==> config.mk <==
export PLATFORM = sky130hd
export DESIGN_NAME = lair_regs
export DESIGN_NICKNAME = d
export VERILOG_FILES = /design/src/shared/lair_pkg.sv /design/src/verilog/lair_regs.sv
export SDC_FILE = /design/constraint.sdc
export NUM_CORES = 1
export LEC_CHECK = 0
export ABC_AREA = 1
export BUFFER_PORTS_ARGS = -buffer_cell sky130_fd_sc_hd__buf_2
export CORE_ASPECT_RATIO = 0.6
export CORE_MARGIN = 1
export CORE_UTILIZATION = 60
export CTS_BUF_LIST = sky130_fd_sc_hd__clkbuf_8
export DETAILED_ROUTE_END_ITERATION = 8
export PLACE_DENSITY = 0.93
export SYNTH_ARGS = -nofsm -noshare
export SYNTH_HDL_FRONTEND = slang
export SYNTH_SLANG_ARGS = --single-unit
==> constraint.sdc <==
create_clock -name clk_sys -period 4.6 [get_ports clk_sys]
set_clock_uncertainty 0.2 [all_clocks]
set_input_delay 0.23 -clock clk_sys [delete_from_list [all_inputs] [get_ports clk_sys]]
set_output_delay 0.23 -clock clk_sys [all_outputs]
set_load 0.005 [all_outputs]
==> src/shared/lair_pkg.sv <==
// What this block does
// - The signal-loss status register shows a one in bit n while channel n reports loss of signal.
// - The driver-fault status register shows a one in bit n while the driver monitor of channel n sees a short.
// - Every register of the group holds zero after power-up or any reset.
// - A change of a signal-loss status bit whose enable bit is one drives the low-active interrupt low.
// - A change of a driver-fault status bit whose enable bit is one raises the interrupt.
// - Bit n of the signal-loss change register is set when signal-loss status bit n changes either way.
// - Signal-loss change bits stay set until the signal-loss change register is read or ones are written to them.
// - Bit n of the driver-fault change register is set when driver-fault status bit n changes.
// - Driver-fault change bits stay set until the driver-fault change register is read or ones are written to them.
// - Any write to the software reset register returns every register to its default.
// - The line monitor is routed to the path chosen by the low four bits of monitor select.
package lair_pkg;

  localparam int ADDR_W = 8;
  localparam int DATA_W = 32;
  localparam int CHAN_N = 8;
  localparam int IDX_W = 6;
  localparam int IDX_LSB = 2;
  localparam int SEL_W = 4;
  localparam int MON_CH_W = 3;

  // Register indices; the byte address is four times the index.
  localparam logic [IDX_W-1:0] IDX_SIGNAL_LOSS_STATUS = 6'h04;
  localparam logic [IDX_W-1:0] IDX_DRIVER_FAULT_STATUS = 6'h05;
  localparam logic [IDX_W-1:0] IDX_SIGNAL_LOSS_IRQ_ENABLE = 6'h06;
  localparam logic [IDX_W-1:0] IDX_DRIVER_FAULT_IRQ_ENABLE = 6'h07;
  localparam logic [IDX_W-1:0] IDX_SIGNAL_LOSS_CHANGE = 6'h08;
  localparam logic [IDX_W-1:0] IDX_DRIVER_FAULT_CHANGE = 6'h09;
  localparam logic [IDX_W-1:0] IDX_SOFT_RESET = 6'h0a;
  localparam logic [IDX_W-1:0] IDX_MONITOR_SELECT = 6'h0b;

  localparam logic [CHAN_N-1:0] REG_RESET = 8'h00;
  localparam logic [SEL_W-1:0] SEL_RESET = 4'h0;
  localparam logic [DATA_W-1:0] DATA_ZERO = 32'h0000_0000;

  localparam logic [1:0] RESP_OKAY = 2'h0;
  localparam logic [1:0] RESP_SLVERR = 2'h2;

  localparam logic [SEL_W-1:0] SEL_OFF_LOW = 4'h0;
  localparam logic [SEL_W-1:0] SEL_OFF_HIGH = 4'h8;
  localparam int SEL_TX_BIT = 3;

  typedef enum logic [1:0] {
    LAIR_MON_OFF,
    LAIR_MON_RX,
    LAIR_MON_TX
  } lair_mon_path_t;

endpackage : lair_pkg

==> src/verilog/lair_regs.sv <==
// The AXI4-Lite slave port was left to the implementer.
`timescale 1ns/100ps
module lair_regs (
  input wire logic clk_sys,
  input wire logic resetn,
  // AXI4-Lite write address channel.
  input wire logic [lair_pkg::ADDR_W-1:0] s_axi_awaddr,
  input wire logic s_axi_awvalid,
  output logic s_axi_awready,
  // AXI4-Lite write data channel.
  input wire logic [lair_pkg::DATA_W-1:0] s_axi_wdata,
  input wire logic [3:0] s_axi_wstrb,
  input wire logic s_axi_wvalid,
  output logic s_axi_wready,
  // AXI4-Lite write response channel.
  output logic [1:0] s_axi_bresp,
  output logic s_axi_bvalid,
  input wire logic s_axi_bready,
  // AXI4-Lite read address channel.
  input wire logic [lair_pkg::ADDR_W-1:0] s_axi_araddr,
  input wire logic s_axi_arvalid,
  output logic s_axi_arready,
  // AXI4-Lite read data channel.
  output logic [lair_pkg::DATA_W-1:0] s_axi_rdata,
  output logic [1:0] s_axi_rresp,
  output logic s_axi_rvalid,
  input wire logic s_axi_rready,
  // Per-channel detector levels from the line side, asynchronous.
  input wire logic [lair_pkg::CHAN_N-1:0] signal_loss,
  input wire logic [lair_pkg::CHAN_N-1:0] driver_fault_monitor,
  // Interrupt outputs.
  output logic int_n,
  output logic irq,
  // Line monitor routing.
  output logic monitor_enable,
  output logic monitor_tx,
  output logic [lair_pkg::MON_CH_W-1:0] monitor_channel
);

  // ==========================================================================
  // Decode helpers
  // ==========================================================================

  function automatic logic [lair_pkg::IDX_W-1:0] lair_index(
    input logic [lair_pkg::ADDR_W-1:0] addr
  );
    lair_index = addr[lair_pkg::ADDR_W-1:lair_pkg::IDX_LSB];
  endfunction : lair_index

  function automatic logic lair_mapped(
    input logic [lair_pkg::IDX_W-1:0] idx
  );
    lair_mapped = (idx >= lair_pkg::IDX_SIGNAL_LOSS_STATUS) &&
                  (idx <= lair_pkg::IDX_MONITOR_SELECT);
  endfunction : lair_mapped

  function automatic lair_pkg::lair_mon_path_t lair_mon_path(
    input logic [lair_pkg::SEL_W-1:0] sel
  );
    if ((sel == lair_pkg::SEL_OFF_LOW) || (sel == lair_pkg::SEL_OFF_HIGH)) begin
      lair_mon_path = lair_pkg::LAIR_MON_OFF;
    end else if (sel[lair_pkg::SEL_TX_BIT]) begin
      lair_mon_path = lair_pkg::LAIR_MON_TX;
    end else begin
      lair_mon_path = lair_pkg::LAIR_MON_RX;
    end
  endfunction : lair_mon_path

  // ==========================================================================
  // Register state
  // ==========================================================================

  logic [lair_pkg::CHAN_N-1:0] loss_meta;
  logic [lair_pkg::CHAN_N-1:0] fault_meta;
  logic [lair_pkg::CHAN_N-1:0] signal_loss_status;
  logic [lair_pkg::CHAN_N-1:0] driver_fault_status;
  logic [lair_pkg::CHAN_N-1:0] loss_prev;
  logic [lair_pkg::CHAN_N-1:0] fault_prev;
  logic [lair_pkg::CHAN_N-1:0] signal_loss_irq_enable;
  logic [lair_pkg::CHAN_N-1:0] driver_fault_irq_enable;
  logic [lair_pkg::CHAN_N-1:0] signal_loss_change;
  logic [lair_pkg::CHAN_N-1:0] driver_fault_change;
  logic [lair_pkg::SEL_W-1:0] monitor_select;

  logic [lair_pkg::ADDR_W-1:0] wr_addr;
  logic [lair_pkg::DATA_W-1:0] wr_data;
  logic [3:0] wr_strb;

  logic aw_take;
  logic w_take;
  logic ar_take;
  logic do_write;
  logic soft_reset_hit;
  logic lane0_write;
  logic [lair_pkg::IDX_W-1:0] wr_idx;
  logic [lair_pkg::IDX_W-1:0] rd_idx;
  logic [lair_pkg::CHAN_N-1:0] loss_set;
  logic [lair_pkg::CHAN_N-1:0] fault_set;
  logic [lair_pkg::CHAN_N-1:0] loss_clr;
  logic [lair_pkg::CHAN_N-1:0] fault_clr;
  logic [lair_pkg::CHAN_N-1:0] next_signal_loss_change;
  logic [lair_pkg::CHAN_N-1:0] next_driver_fault_change;
  logic next_irq;
  lair_pkg::lair_mon_path_t mon_path;

  // ==========================================================================
  // AXI4-Lite handshakes
  // ==========================================================================

  assign aw_take = s_axi_awvalid && s_axi_awready;
  assign w_take = s_axi_wvalid && s_axi_wready;
  assign ar_take = s_axi_arvalid && s_axi_arready;

  // Both halves of a write are held once their ready has dropped. The write is
  // performed in the single cycle after the later half is taken and before the
  // response is raised, so each accepted write acts exactly once.
  assign do_write = !s_axi_awready && !s_axi_wready && !s_axi_bvalid;
  assign wr_idx = lair_index(wr_addr);
  assign rd_idx = lair_index(s_axi_araddr);
  assign lane0_write = do_write && wr_strb[0];

  // A write of any value or strobe pattern counts as a software reset.
  assign soft_reset_hit = do_write && (wr_idx == lair_pkg::IDX_SOFT_RESET);

  always_ff @(posedge clk_sys or negedge resetn) begin
    if (!resetn) begin
      s_axi_awready <= 1'b1;
      wr_addr <= '0;
    end else if (aw_take) begin
      s_axi_awready <= 1'b0;
      wr_addr <= s_axi_awaddr;
    end else if (s_axi_bvalid && s_axi_bready) begin
      s_axi_awready <= 1'b1;
    end
  end

  always_ff @(posedge clk_sys or negedge resetn) begin
    if (!resetn) begin
      s_axi_wready <= 1'b1;
      wr_data <= lair_pkg::DATA_ZERO;
      wr_strb <= '0;
    end else if (w_take) begin
      s_axi_wready <= 1'b0;
      wr_data <= s_axi_wdata;
      wr_strb <= s_axi_wstrb;
    end else if (s_axi_bvalid && s_axi_bready) begin
      s_axi_wready <= 1'b1;
    end
  end

  // The response stays up until bready is seen; awready and wready return on that
  // same edge, so a new write is taken no sooner than the edge after it.
  always_ff @(posedge clk_sys or negedge resetn) begin
    if (!resetn) begin
      s_axi_bvalid <= 1'b0;
      s_axi_bresp <= lair_pkg::RESP_OKAY;
    end else if (do_write) begin
      s_axi_bvalid <= 1'b1;
      s_axi_bresp <= lair_mapped(wr_idx) ? lair_pkg::RESP_OKAY : lair_pkg::RESP_SLVERR;
    end else if (s_axi_bready) begin
      s_axi_bvalid <= 1'b0;
    end
  end

  // Read data is captured at the address handshake. A change register therefore
  // returns its bits as they stood before the clear that this handshake causes.
  always_ff @(posedge clk_sys or negedge resetn) begin
    if (!resetn) begin
      s_axi_arready <= 1'b1;
      s_axi_rvalid <= 1'b0;
      s_axi_rresp <= lair_pkg::RESP_OKAY;
      s_axi_rdata <= lair_pkg::DATA_ZERO;
    end else if (ar_take) begin
      s_axi_arready <= 1'b0;
      s_axi_rvalid <= 1'b1;
      s_axi_rresp <= lair_mapped(rd_idx) ? lair_pkg::RESP_OKAY : lair_pkg::RESP_SLVERR;
      s_axi_rdata <= lair_pkg::DATA_ZERO;
      unique case (rd_idx)
        lair_pkg::IDX_SIGNAL_LOSS_STATUS: begin
          s_axi_rdata[lair_pkg::CHAN_N-1:0] <= signal_loss_status;
        end
        lair_pkg::IDX_DRIVER_FAULT_STATUS: begin
          s_axi_rdata[lair_pkg::CHAN_N-1:0] <= driver_fault_status;
        end
        lair_pkg::IDX_SIGNAL_LOSS_IRQ_ENABLE: begin
          s_axi_rdata[lair_pkg::CHAN_N-1:0] <= signal_loss_irq_enable;
        end
        lair_pkg::IDX_DRIVER_FAULT_IRQ_ENABLE: begin
          s_axi_rdata[lair_pkg::CHAN_N-1:0] <= driver_fault_irq_enable;
        end
        lair_pkg::IDX_SIGNAL_LOSS_CHANGE: begin
          s_axi_rdata[lair_pkg::CHAN_N-1:0] <= signal_loss_change;
        end
        lair_pkg::IDX_DRIVER_FAULT_CHANGE: begin
          s_axi_rdata[lair_pkg::CHAN_N-1:0] <= driver_fault_change;
        end
        lair_pkg::IDX_MONITOR_SELECT: begin
          // Reserved upper bits are not stored and read back as zero.
          s_axi_rdata[lair_pkg::SEL_W-1:0] <= monitor_select;
        end
        default: begin
          s_axi_rdata <= lair_pkg::DATA_ZERO;
        end
      endcase
    end else if (s_axi_rvalid && s_axi_rready) begin
      s_axi_arready <= 1'b1;
      s_axi_rvalid <= 1'b0;
    end
  end

  // ==========================================================================
  // Detector synchronisers and status
  // ==========================================================================

  // The first stage is never cleared by software reset so it keeps filtering.
  // Only the second stage reads the first, so a metastable first stage never
  // fans out into the status or edge logic.
  always_ff @(posedge clk_sys or negedge resetn) begin
    if (!resetn) begin
      loss_meta <= lair_pkg::REG_RESET;
      fault_meta <= lair_pkg::REG_RESET;
    end else begin
      loss_meta <= signal_loss;
      fault_meta <= driver_fault_monitor;
    end
  end

  always_ff @(posedge clk_sys or negedge resetn) begin
    if (!resetn) begin
      signal_loss_status <= lair_pkg::REG_RESET;
      driver_fault_status <= lair_pkg::REG_RESET;
      loss_prev <= lair_pkg::REG_RESET;
      fault_prev <= lair_pkg::REG_RESET;
    end else if (soft_reset_hit) begin
      signal_loss_status <= lair_pkg::REG_RESET;
      driver_fault_status <= lair_pkg::REG_RESET;
      loss_prev <= lair_pkg::REG_RESET;
      fault_prev <= lair_pkg::REG_RESET;
    end else begin
      signal_loss_status <= loss_meta;
      driver_fault_status <= fault_meta;
      loss_prev <= signal_loss_status;
      fault_prev <= driver_fault_status;
    end
  end

  // ==========================================================================
  // Change registers
  // ==========================================================================

  // Clearing happens on the read handshake or by writing ones; a status edge
  // seen in the same cycle wins so that no event is lost.
  genvar ch;
  generate
    for (ch = 0; ch < lair_pkg::CHAN_N; ch = ch + 1) begin : g_change
      assign loss_set[ch] = signal_loss_status[ch] ^ loss_prev[ch];
      assign fault_set[ch] = driver_fault_status[ch] ^ fault_prev[ch];
      assign loss_clr[ch] = (ar_take && (rd_idx == lair_pkg::IDX_SIGNAL_LOSS_CHANGE)) ||
                            (lane0_write && (wr_idx == lair_pkg::IDX_SIGNAL_LOSS_CHANGE) &&
                             wr_data[ch]);
      assign fault_clr[ch] = (ar_take && (rd_idx == lair_pkg::IDX_DRIVER_FAULT_CHANGE)) ||
                             (lane0_write && (wr_idx == lair_pkg::IDX_DRIVER_FAULT_CHANGE) &&
                              wr_data[ch]);
      assign next_signal_loss_change[ch] = loss_set[ch] ||
                                           (signal_loss_change[ch] && !loss_clr[ch]);
      assign next_driver_fault_change[ch] = fault_set[ch] ||
                                            (driver_fault_change[ch] && !fault_clr[ch]);
    end
  endgenerate

  // After a software reset the status reloads from the synchroniser on the next
  // edge, so a detector that is still active shows up again as a change bit.
  always_ff @(posedge clk_sys or negedge resetn) begin
    if (!resetn) begin
      signal_loss_change <= lair_pkg::REG_RESET;
      driver_fault_change <= lair_pkg::REG_RESET;
    end else if (soft_reset_hit) begin
      signal_loss_change <= lair_pkg::REG_RESET;
      driver_fault_change <= lair_pkg::REG_RESET;
    end else begin
      signal_loss_change <= next_signal_loss_change;
      driver_fault_change <= next_driver_fault_change;
    end
  end

  // ==========================================================================
  // Writable control registers
  // ==========================================================================

  always_ff @(posedge clk_sys or negedge resetn) begin
    if (!resetn) begin
      signal_loss_irq_enable <= lair_pkg::REG_RESET;
      driver_fault_irq_enable <= lair_pkg::REG_RESET;
    end else if (soft_reset_hit) begin
      signal_loss_irq_enable <= lair_pkg::REG_RESET;
      driver_fault_irq_enable <= lair_pkg::REG_RESET;
    end else if (lane0_write && (wr_idx == lair_pkg::IDX_SIGNAL_LOSS_IRQ_ENABLE)) begin
      signal_loss_irq_enable <= wr_data[lair_pkg::CHAN_N-1:0];
    end else if (lane0_write && (wr_idx == lair_pkg::IDX_DRIVER_FAULT_IRQ_ENABLE)) begin
      driver_fault_irq_enable <= wr_data[lair_pkg::CHAN_N-1:0];
    end
  end

  always_ff @(posedge clk_sys or negedge resetn) begin
    if (!resetn) begin
      monitor_select <= lair_pkg::SEL_RESET;
    end else if (soft_reset_hit) begin
      monitor_select <= lair_pkg::SEL_RESET;
    end else if (lane0_write && (wr_idx == lair_pkg::IDX_MONITOR_SELECT)) begin
      // Only the selector nibble is kept; the host must leave the rest zero.
      monitor_select <= wr_data[lair_pkg::SEL_W-1:0];
    end
  end

  // ==========================================================================
  // Interrupt
  // ==========================================================================

  // The interrupt follows the change bits, not the status, so an alarm that comes
  // and goes between two polls is still reported until the host clears it.
  assign next_irq = |(signal_loss_change & signal_loss_irq_enable) ||
                    |(driver_fault_change & driver_fault_irq_enable);

  // Both pins are loaded from one value, so they never disagree and neither
  // glitches while change and enable bits move in the same cycle.
  always_ff @(posedge clk_sys or negedge resetn) begin
    if (!resetn) begin
      irq <= 1'b0;
      int_n <= 1'b1;
    end else begin
      irq <= next_irq;
      int_n <= !next_irq;
    end
  end

  // ==========================================================================
  // Line monitor routing
  // ==========================================================================

  // Select values 0 and 8 both park the monitor, so the channel field is
  // only meaningful while monitor_enable is high.
  assign mon_path = lair_mon_path(monitor_select);

  always_ff @(posedge clk_sys or negedge resetn) begin
    if (!resetn) begin
      monitor_enable <= 1'b0;
      monitor_tx <= 1'b0;
      monitor_channel <= '0;
    end else begin
      unique case (mon_path)
        lair_pkg::LAIR_MON_OFF: begin
          monitor_enable <= 1'b0;
          monitor_tx <= 1'b0;
          monitor_channel <= '0;
        end
        lair_pkg::LAIR_MON_RX: begin
          monitor_enable <= 1'b1;
          monitor_tx <= 1'b0;
          monitor_channel <= monitor_select[lair_pkg::MON_CH_W-1:0];
        end
        lair_pkg::LAIR_MON_TX: begin
          monitor_enable <= 1'b1;
          monitor_tx <= 1'b1;
          monitor_channel <= monitor_select[lair_pkg::MON_CH_W-1:0];
        end
        // The fourth code of the path type is never produced; it parks the monitor.
        default: begin
          monitor_enable <= 1'b0;
          monitor_tx <= 1'b0;
          monitor_channel <= '0;
        end
      endcase
    end
  end

endmodule : lair_regs

==> results of run 1 <==
[metal layers]
metal | global-route usage, % | vias up | part of all wire [%]
met5 | 0 | - | 0
met1 | 39.42 | 2111 | 43
met3 | 9.059 | 32 | 8.7
li1 | - | 2001 | -
met4 | 13.55 | 0 | 2.0
met2 | 47.61 | 213 | 46
[cell families after synthesis]
| family | count (synthesis) | share of synthesized area (%) |
|---|---|---|
| flip-flops | 121 | 55.63 |
| other | 1 | 0.06879 |
| XOR/XNOR | 16 | 2.570 |
| multiplexers | 13 | 2.685 |
| AO/OA/AOI/OAI | 55 | 6.794 |
| AND/OR/NAND/NOR | 275 | 22.47 |
| buffers and inverters | 102 | 9.777 |
[synthesized netlist by cell type, types with 4 or more instances]
cell / count / area [um2]
nand4_1: 6 / 37.54
dfstp_2: 4 / 105.1
nor2_2: 9 / 56.30
a22o_1: 8 / 70.07
a21oi_1: 22 / 110.1
buf_6: 5 / 56.30
o21ai_2: 16 / 140.1
nor2_1: 76 / 285.3
dfrtp_1: 117 / 2928
nand2_2: 5 / 31.28
inv_1: 56 / 210.2
clkbuf_1: 5 / 18.77
o21ai_0: 7 / 35.03
buf_2: 4 / 20.02
buf_4: 28 / 210.2
nor2_4: 5 / 56.30
nand2_1: 116 / 435.4
mux2_2: 13 / 146.4
xnor2_1: 16 / 140.1
nand3_1: 53 / 265.3
[worst register-to-register path, cell delays in order, from the launching register on]
cell     delay (ns)
dfrtp_1        0.42
nor2_2         0.22
nand2_2        0.14
nor2_4         0.13
nand2_4        0.13
inv_4          0.43
nor2_4         0.23
nand2_1        0.15
o21ai_2        0.08
[worst paths after layout]
path                                    from                         end
setup reg to reg                  wr_addr[6]  driver_fault_irq_enable[5]
max in group asynchronous             resetn                  wr_data[6]
setup / recovery                  wr_addr[6]  driver_fault_irq_enable[5]
hold reg to reg            monitor_select[2]          monitor_channel[2]
hold / removal                 s_axi_awvalid               s_axi_awready
min in group asynchronous             resetn          monitor_channel[1]
[power by group]
group | leakage (nW) | switching (W) | internal (W) | total, W
clock | 0.238 | 0.000426 | 0.000670 | 0.00110
combinational | 1.72 | 0.000424 | 0.000326 | 0.000750
sequential | 1.41 | 0.000248 | 0.00132 | 0.00157
total | 3.38 | 0.00110 | 0.00232 | 0.00341
[timing repair]
item | 4_1_cts | 5_1_grt
endpoints found under the hold margin | 106 | 0
hold buffers | 34 | 0
setup buffers | 0 | 0
[sequential cells by signal (all words and copies together) (netlist names), 3 cells and up]
| signal | count |
|---|---|
| s_axi_rdata | 8 |
| driver_fault_status | 8 |
| signal_loss_irq_enable | 8 |
| driver_fault_change | 8 |
| fault_prev | 8 |
| signal_loss_change | 8 |
| wr_addr | 6 |
| driver_fault_irq_enable | 8 |
| loss_prev | 8 |
| fault_meta | 8 |
| signal_loss_status | 8 |
| wr_data | 8 |
| monitor_select | 4 |
| loss_meta | 8 |
| monitor_channel | 3 |
[area by class of cell]
type,count,share of cell area [%]
Clock buffer,19,4.007
Inverter,60,3.489
Timing Repair Buffer,101,10.47
Tap cell,112,2.147
Clock inverter,13,3.087
Sequential cell,121,46.47
Multi-Input combinational cell,385,30.33
[per-stage QoR]
stage          total power, W  hold slack [ns]
6_report             0.003413          0.09075
5_1_grt              0.003586           0.1441
4_1_cts              0.003399          0.03135
3_5_place_dp         0.002280           0.1393
3_3_place_gp         0.002225           0.1376
2_1_floorplan        0.002018          -0.2656
==> summary.txt, run 1 <==
Setup path
  • Crit-path max cell delay: 0.43 ns
  • Kind of critical path: reg2reg
  • Endpoint class of the critical path: flop
  • Crit-path cells: nor2_2, nand2_2, nor2_4, nand2_4, inv_4, nor2_4, nand2_1, o21ai_2
  • Startpoint Class: flop
  • Critical path buffer and inverter count: 1
  • Critical path fanouts, max: 50
  • Slowest cell on crit path: inv_4
  • Reg2Reg Setup Slack: 2.35 ns
  • Worst path required time: around 4.7 ns
  • Worst Path Arrival: 2.37 ns
  • Top Family by Delay on Critical Path: simple AND/OR/NAND/NOR gates
  • R2R depth: 8
  • Stages on worst setup path: 8
  • Most frequent cell on the critical path: nor2_4

Clock tree
  • Skew-Pair Late Insertion Delay: 0.44 ns
  • Clk sinks: 121
  • Max Root-Sink Buffers: 2
  • Worst-path clk slew: ~0.070 ns
  • CTS tree: yes
  • Htree depth: 4
  • Post_cts resized: 0
  • CTS Buf Count: 17
  • CTS root buffer: clkbuf_8

Final layout
  • Nets@finish: 761
  • Layout area overhead: 19.72%
  • Multi-input gate area: 1979 um2
  • Highest-count cells in the layout ignoring fill and taps: 117 x dfrtp_1, 116 x nand2_1, 76 x nor2_1
  • Antenna cell count: 0
  • Filler Cell Count: 620
  • Fin cells: 811
  • Final Util: roughly 75%
  • Final instance area: 6526 um2
  • Register Area: 3033 um2
  • Commonest non-fill, non-tap cell in the layout: dfrtp_1
  • Share of cells above drive strength 1: 22.60%

STA
  • Minimum clock period after layout: between 2 and 2.5 ns
  • Setup TNS: 0 ns
  • Setup violations, final: 0
  • Slew margin rel.: 37.96%
  • RSZ-0062 raised after global routing: no
  • Max Slew Vio Count: 0
  • Worst-Margin Slew: 0.9306 ns
  • Final Hold Fails: 0
  • Final setup margin: 2.345 ns
  • Fmax: 443.5 MHz
  • Fin crit share: 49.01%

Job
  • Maximum Capacitance Violations: 0

Global route
  • Gr ovfl total: 0
  • First-pass GRT wire length: 20770 um
  • Largest net degree at the start of global routing: 76
  • Number of global-route vias before repair: approximately 4200
  • All-Layer GR Usage: between 30 and 40%
  • Initial antenna violation count: 0

Synth
  • Fraction of registers with async set/reset: 100.0%
  • Prevailing post-synth register cell: dfrtp_1
  • EDFF count, synth: 0
  • Flops & latches, synth: 121
  • Netlist Area Pre-Place: 5451 um2
  • Syn avg cell area: 9.351 um2
  • Cell variety after synth: 29
  • Register area share after synthesis: 55.63%
  • Post-synthesis instance total: 583
  • Synth warnings: 0

Drt
  • Drt via density: 5.372
  • Post-DRT Antenna Nets: 0
  • Vias post-DR: 4357
  • Router iterations before antenna repair: 9
  • Remaining DRCs: 14
  • 1st-iter DRT viols: approximately 400
  • Total wire length: 13110 um
  • Wire per inst: approximately 16 um

Hold path
  • Hold Path Depth: 4
  • Worst hold path class: in2reg

Floorplanning
  • Die area: 9484 um2
  • DIE HEIGHT: 75.84 um
  • Chip width: 125.1 um
  • Row Count: 26
  • Starting Density: about 63%
  • Core region area: 8653 um2
  • Number of placed I/O pins: 123

Placement
  • GP Congestion: just over 0.9
  • # placed instances: 745
  • Setup slack at placement: 2.418 ns
  • Area after DPL: around 5700 um2
  • Port bufs: 65
  • Post-DP HPWL: approximately 8800 um

Run status
  • Violated checks: design-rule violations
  • Status: finished with violations

Power
  • VDD IR max: around 0.00042 V
  • Leakage: 3.378 nW
  • Pwr/cell area: 523.0 nW/um2
No activity file was read; power rests on OpenSTA's default activity.
==> inputs of run 2 (changes only) <==
CORE_UTILIZATION = 56   (was 60)
PLACE_DENSITY = 0.88   (was 0.93)
clock period = 2.2 ns   (was 4.6 ns; I/O delays follow)
==> run 2 against run 1 <==
Compared with the run above: the run now ends clean; largest power group unchanged; combinational power rose by 110%; wire length fell by 2.6%; non-clock buffer count rose by 18; cell count rose by 4.4%; power rose by 97%; worst setup slack got worse by 2.0 ns; die area rose by 7.0%; worst hold slack got worse by 0.068 ns; flip-flop and latch count did not move.
==> summary.txt, run 2 (synthesis gave the netlist of run 1 again) <==
Global route
  • All-Layer GR Usage: 28.26% (was 30.07%)
  • Initial antenna violation count: 0 (unchanged)
  • Largest net degree at the start of global routing: 70 (was 76)
  • Gr ovfl total: 0 (unchanged)
  • First-pass GRT wire length: 20670 um (was 20770 um)
  • Number of global-route vias before repair: 4167 (was 4164)

Setup path
  • Critical path fanouts, max: 9 (was 50)
  • Startpoint Class: flop (unchanged)
  • Kind of critical path: reg2reg (unchanged)
  • Endpoint class of the critical path: flop (unchanged)
  • R2r startpoint: s_axi_awready (was wr_addr[6])
  • Worst path required time: 2.32 ns (was 4.71 ns)
  • Worst Path Arrival: 2.02 ns (was 2.37 ns)
  • Crit path launch: s_axi_awready (was wr_addr[6])

STA
  • Final Hold Fails: 0 (unchanged)
  • RSZ-0062 raised after global routing: no (unchanged)
  • Setup violations, final: 0 (unchanged)
  • Worst-Margin Slew: 0.6007 ns (was 0.9306 ns)
  • Slew margin rel.: 59.91% (was 37.96%)
  • Worst Hold Slack: 0.02303 ns (was 0.09075 ns)
  • Fin crit share: 86.29% (was 49.01%)
  • Minimum clock period after layout: 1.898 ns (was 2.255 ns)
  • Fmax: 526.8 MHz (was 443.5 MHz)
  • Setup TNS: 0 ns (unchanged)
  • Max Slew Vio Count: 0 (unchanged)

Hold path
  • Worst hold path class: in2reg (unchanged)
  • Hold path startpoint: s_axi_araddr[4] (was s_axi_awvalid)

Floorplanning
  • Core region area: 9324 um2 (was 8653 um2)
  • Number of placed I/O pins: 123 (unchanged)
  • Chip width: 129.4 um (was 125.1 um)
  • Die area: 10150 um2 (was 9484 um2)
  • Row Count: 27 (was 26)
  • DIE HEIGHT: 78.43 um (was 75.84 um)
  • Starting Density: 58.47% (was 63.00%)

Drt
  • Post-DRT Antenna Nets: 0 (unchanged)
  • Total wire length: 12770 um (was 13110 um)
  • Router iterations before antenna repair: 5 (was 9)
  • Remaining DRCs: 0 (was 14)
  • Drt via density: 5.119 (was 5.372)
  • 1st-iter DRT viols: 334 (was 406)
  • Wire per inst: 15.08 um (was 16.16 um)
  • Vias post-DR: 4336 (was 4357)

Job
  • Maximum Capacitance Violations: 0 (unchanged)

Power
  • VDD IR max: 0.001019 V (was 0.0004223 V)
  • Switch Pwr: 0.002263 W (was 0.001098 W)
  • Switch share: 33.65% (was 32.17%)
  • Leakage: 3.430 nW (was 3.378 nW)
  • Clock power frac: 27.9% (was 32.1%)
  • Gate power share: 23.7% (was 22.0%)
  • P_int: 0.004461 W (was 0.002315 W)
  • Pwr/cell area: 1010 nW/um2 (was 523.0 nW/um2)
  • Sequential Power Share: 48.5% (was 45.9%)

Clock tree
  • Post-CTS Setup Inserts: 0 (unchanged)
  • Hold-fix buffers, CTS: 43 (was 34)
  • Post_cts resized: 0 (unchanged)
  • Max Root-Sink Buffers: 2 (unchanged)
  • Skew-Pair Late Insertion Delay: 0.44 ns (about the same)
  • CTS tree: yes (unchanged)
  • CTS Buf Count: 17 (unchanged)
  • Clk sinks: 121 (unchanged)
  • Htree depth: 4 (unchanged)
  • CTS root buffer: clkbuf_8 (unchanged)
  • Worst-path clk slew: 0.07 ns (about the same)

Placement
  • Port bufs: 65 (unchanged)
  • GP Congestion: 0.8880 (was 0.9128)
  • Area after DPL: 5851 um2 (was 5723 um2)
  • Post-DP HPWL: 8758 um (was 8812 um)

Final layout
  • Final instance area: 6656 um2 (was 6526 um2)
  • Filler Cell Count: 730 (was 620)
  • Multi-input gate area: 1979 um2 (unchanged)
  • Layout area overhead: 22.10% (was 19.72%)
  • Nets@finish: 779 (was 761)
  • Antenna cell count: 0 (unchanged)
  • Share of cells above drive strength 1: 23.29% (was 22.60%)
  • Highest-count cells in the layout ignoring fill and taps: 117 x dfrtp_1, 116 x nand2_1, 76 x nor2_1 (unchanged)
  • Register Area: 3033 um2 (unchanged)
  • Commonest non-fill, non-tap cell in the layout: dfrtp_1 (unchanged)

Run status
  • Status: finished, final reports clean (was finished with violations)
## run 2: critical path, cell delays in order, from the launching register on
cell,delay [ns]
dfstp_2,0.57
nand2_1,0.22
nor2_1,0.17
dlygate4sd3_1,0.58
a21oi_1,0.04
## run 2: path summary, 6_finish.rpt
| kind | slack, ns | end | depth (start not counted) |
|---|---|---|---|
| setup / recovery | 0.30 | wr_addr[5] | 4 |
| hold / removal | 0.02 | s_axi_rresp[1] | 5 |
| hold reg to reg | 0.21 | monitor_channel[2] | 0 |
| setup reg to reg | 0.30 | wr_addr[5] | 4 |
| min in group asynchronous | 0.55 | loss_prev[2] | 4 |
| max in group asynchronous | 0.45 | monitor_select[0] | 4 |
## run 2: power groups by stage
stage | clock network, W | logic [W] | registers (W)
2_1_floorplan | 0 | 0.00109 | 0.00313
3_3_place_gp | 0 | 0.00145 | 0.00326
3_5_place_dp | 0 | 0.00151 | 0.00327
4_1_cts | 0.00189 | 0.00159 | 0.00323
5_1_grt | 0.00201 | 0.00178 | 0.00330
6_report | 0.00187 | 0.00159 | 0.00326
## run 2: metrics by stage
stage | setup WS (ns) | power, W | util (%) | instances
floorplan | 0.6293 | 0.004220 | - | 608
global placement | 0.3878 | 0.004717 | 62.75 | 772
detailed placement | 0.3259 | 0.004784 | 62.75 | 772
CTS | 0.3080 | 0.006716 | 71.39 | 847
global route | 0.1576 | 0.007096 | 71.39 | 847
finish | 0.3016 | 0.006724 | 71.39 | 847
## run 2: area by class of cell
| cell class | instances | area share, % |
|---|---|---|
| clock buffer | 20 | 4.135 |
| sequential | 121 | 45.56 |
| timing repair buffer | 119 | 13.20 |
| clock inverter | 12 | 1.504 |
| multi-input combinational | 385 | 29.74 |
| inverter | 60 | 3.421 |
| tap | 130 | 2.444 |
## run 2: metal layers
layer | up-vias | part of all wire (%) | global-route usage, %
met3 | 18 | 7.7 | 5.999
met4 | 0 | 1.2 | 9.882
met2 | 182 | 46 | 44.14
met1 | 2101 | 45 | 39.31
li1 | 2035 | - | -
met5 | - | 0 | 0
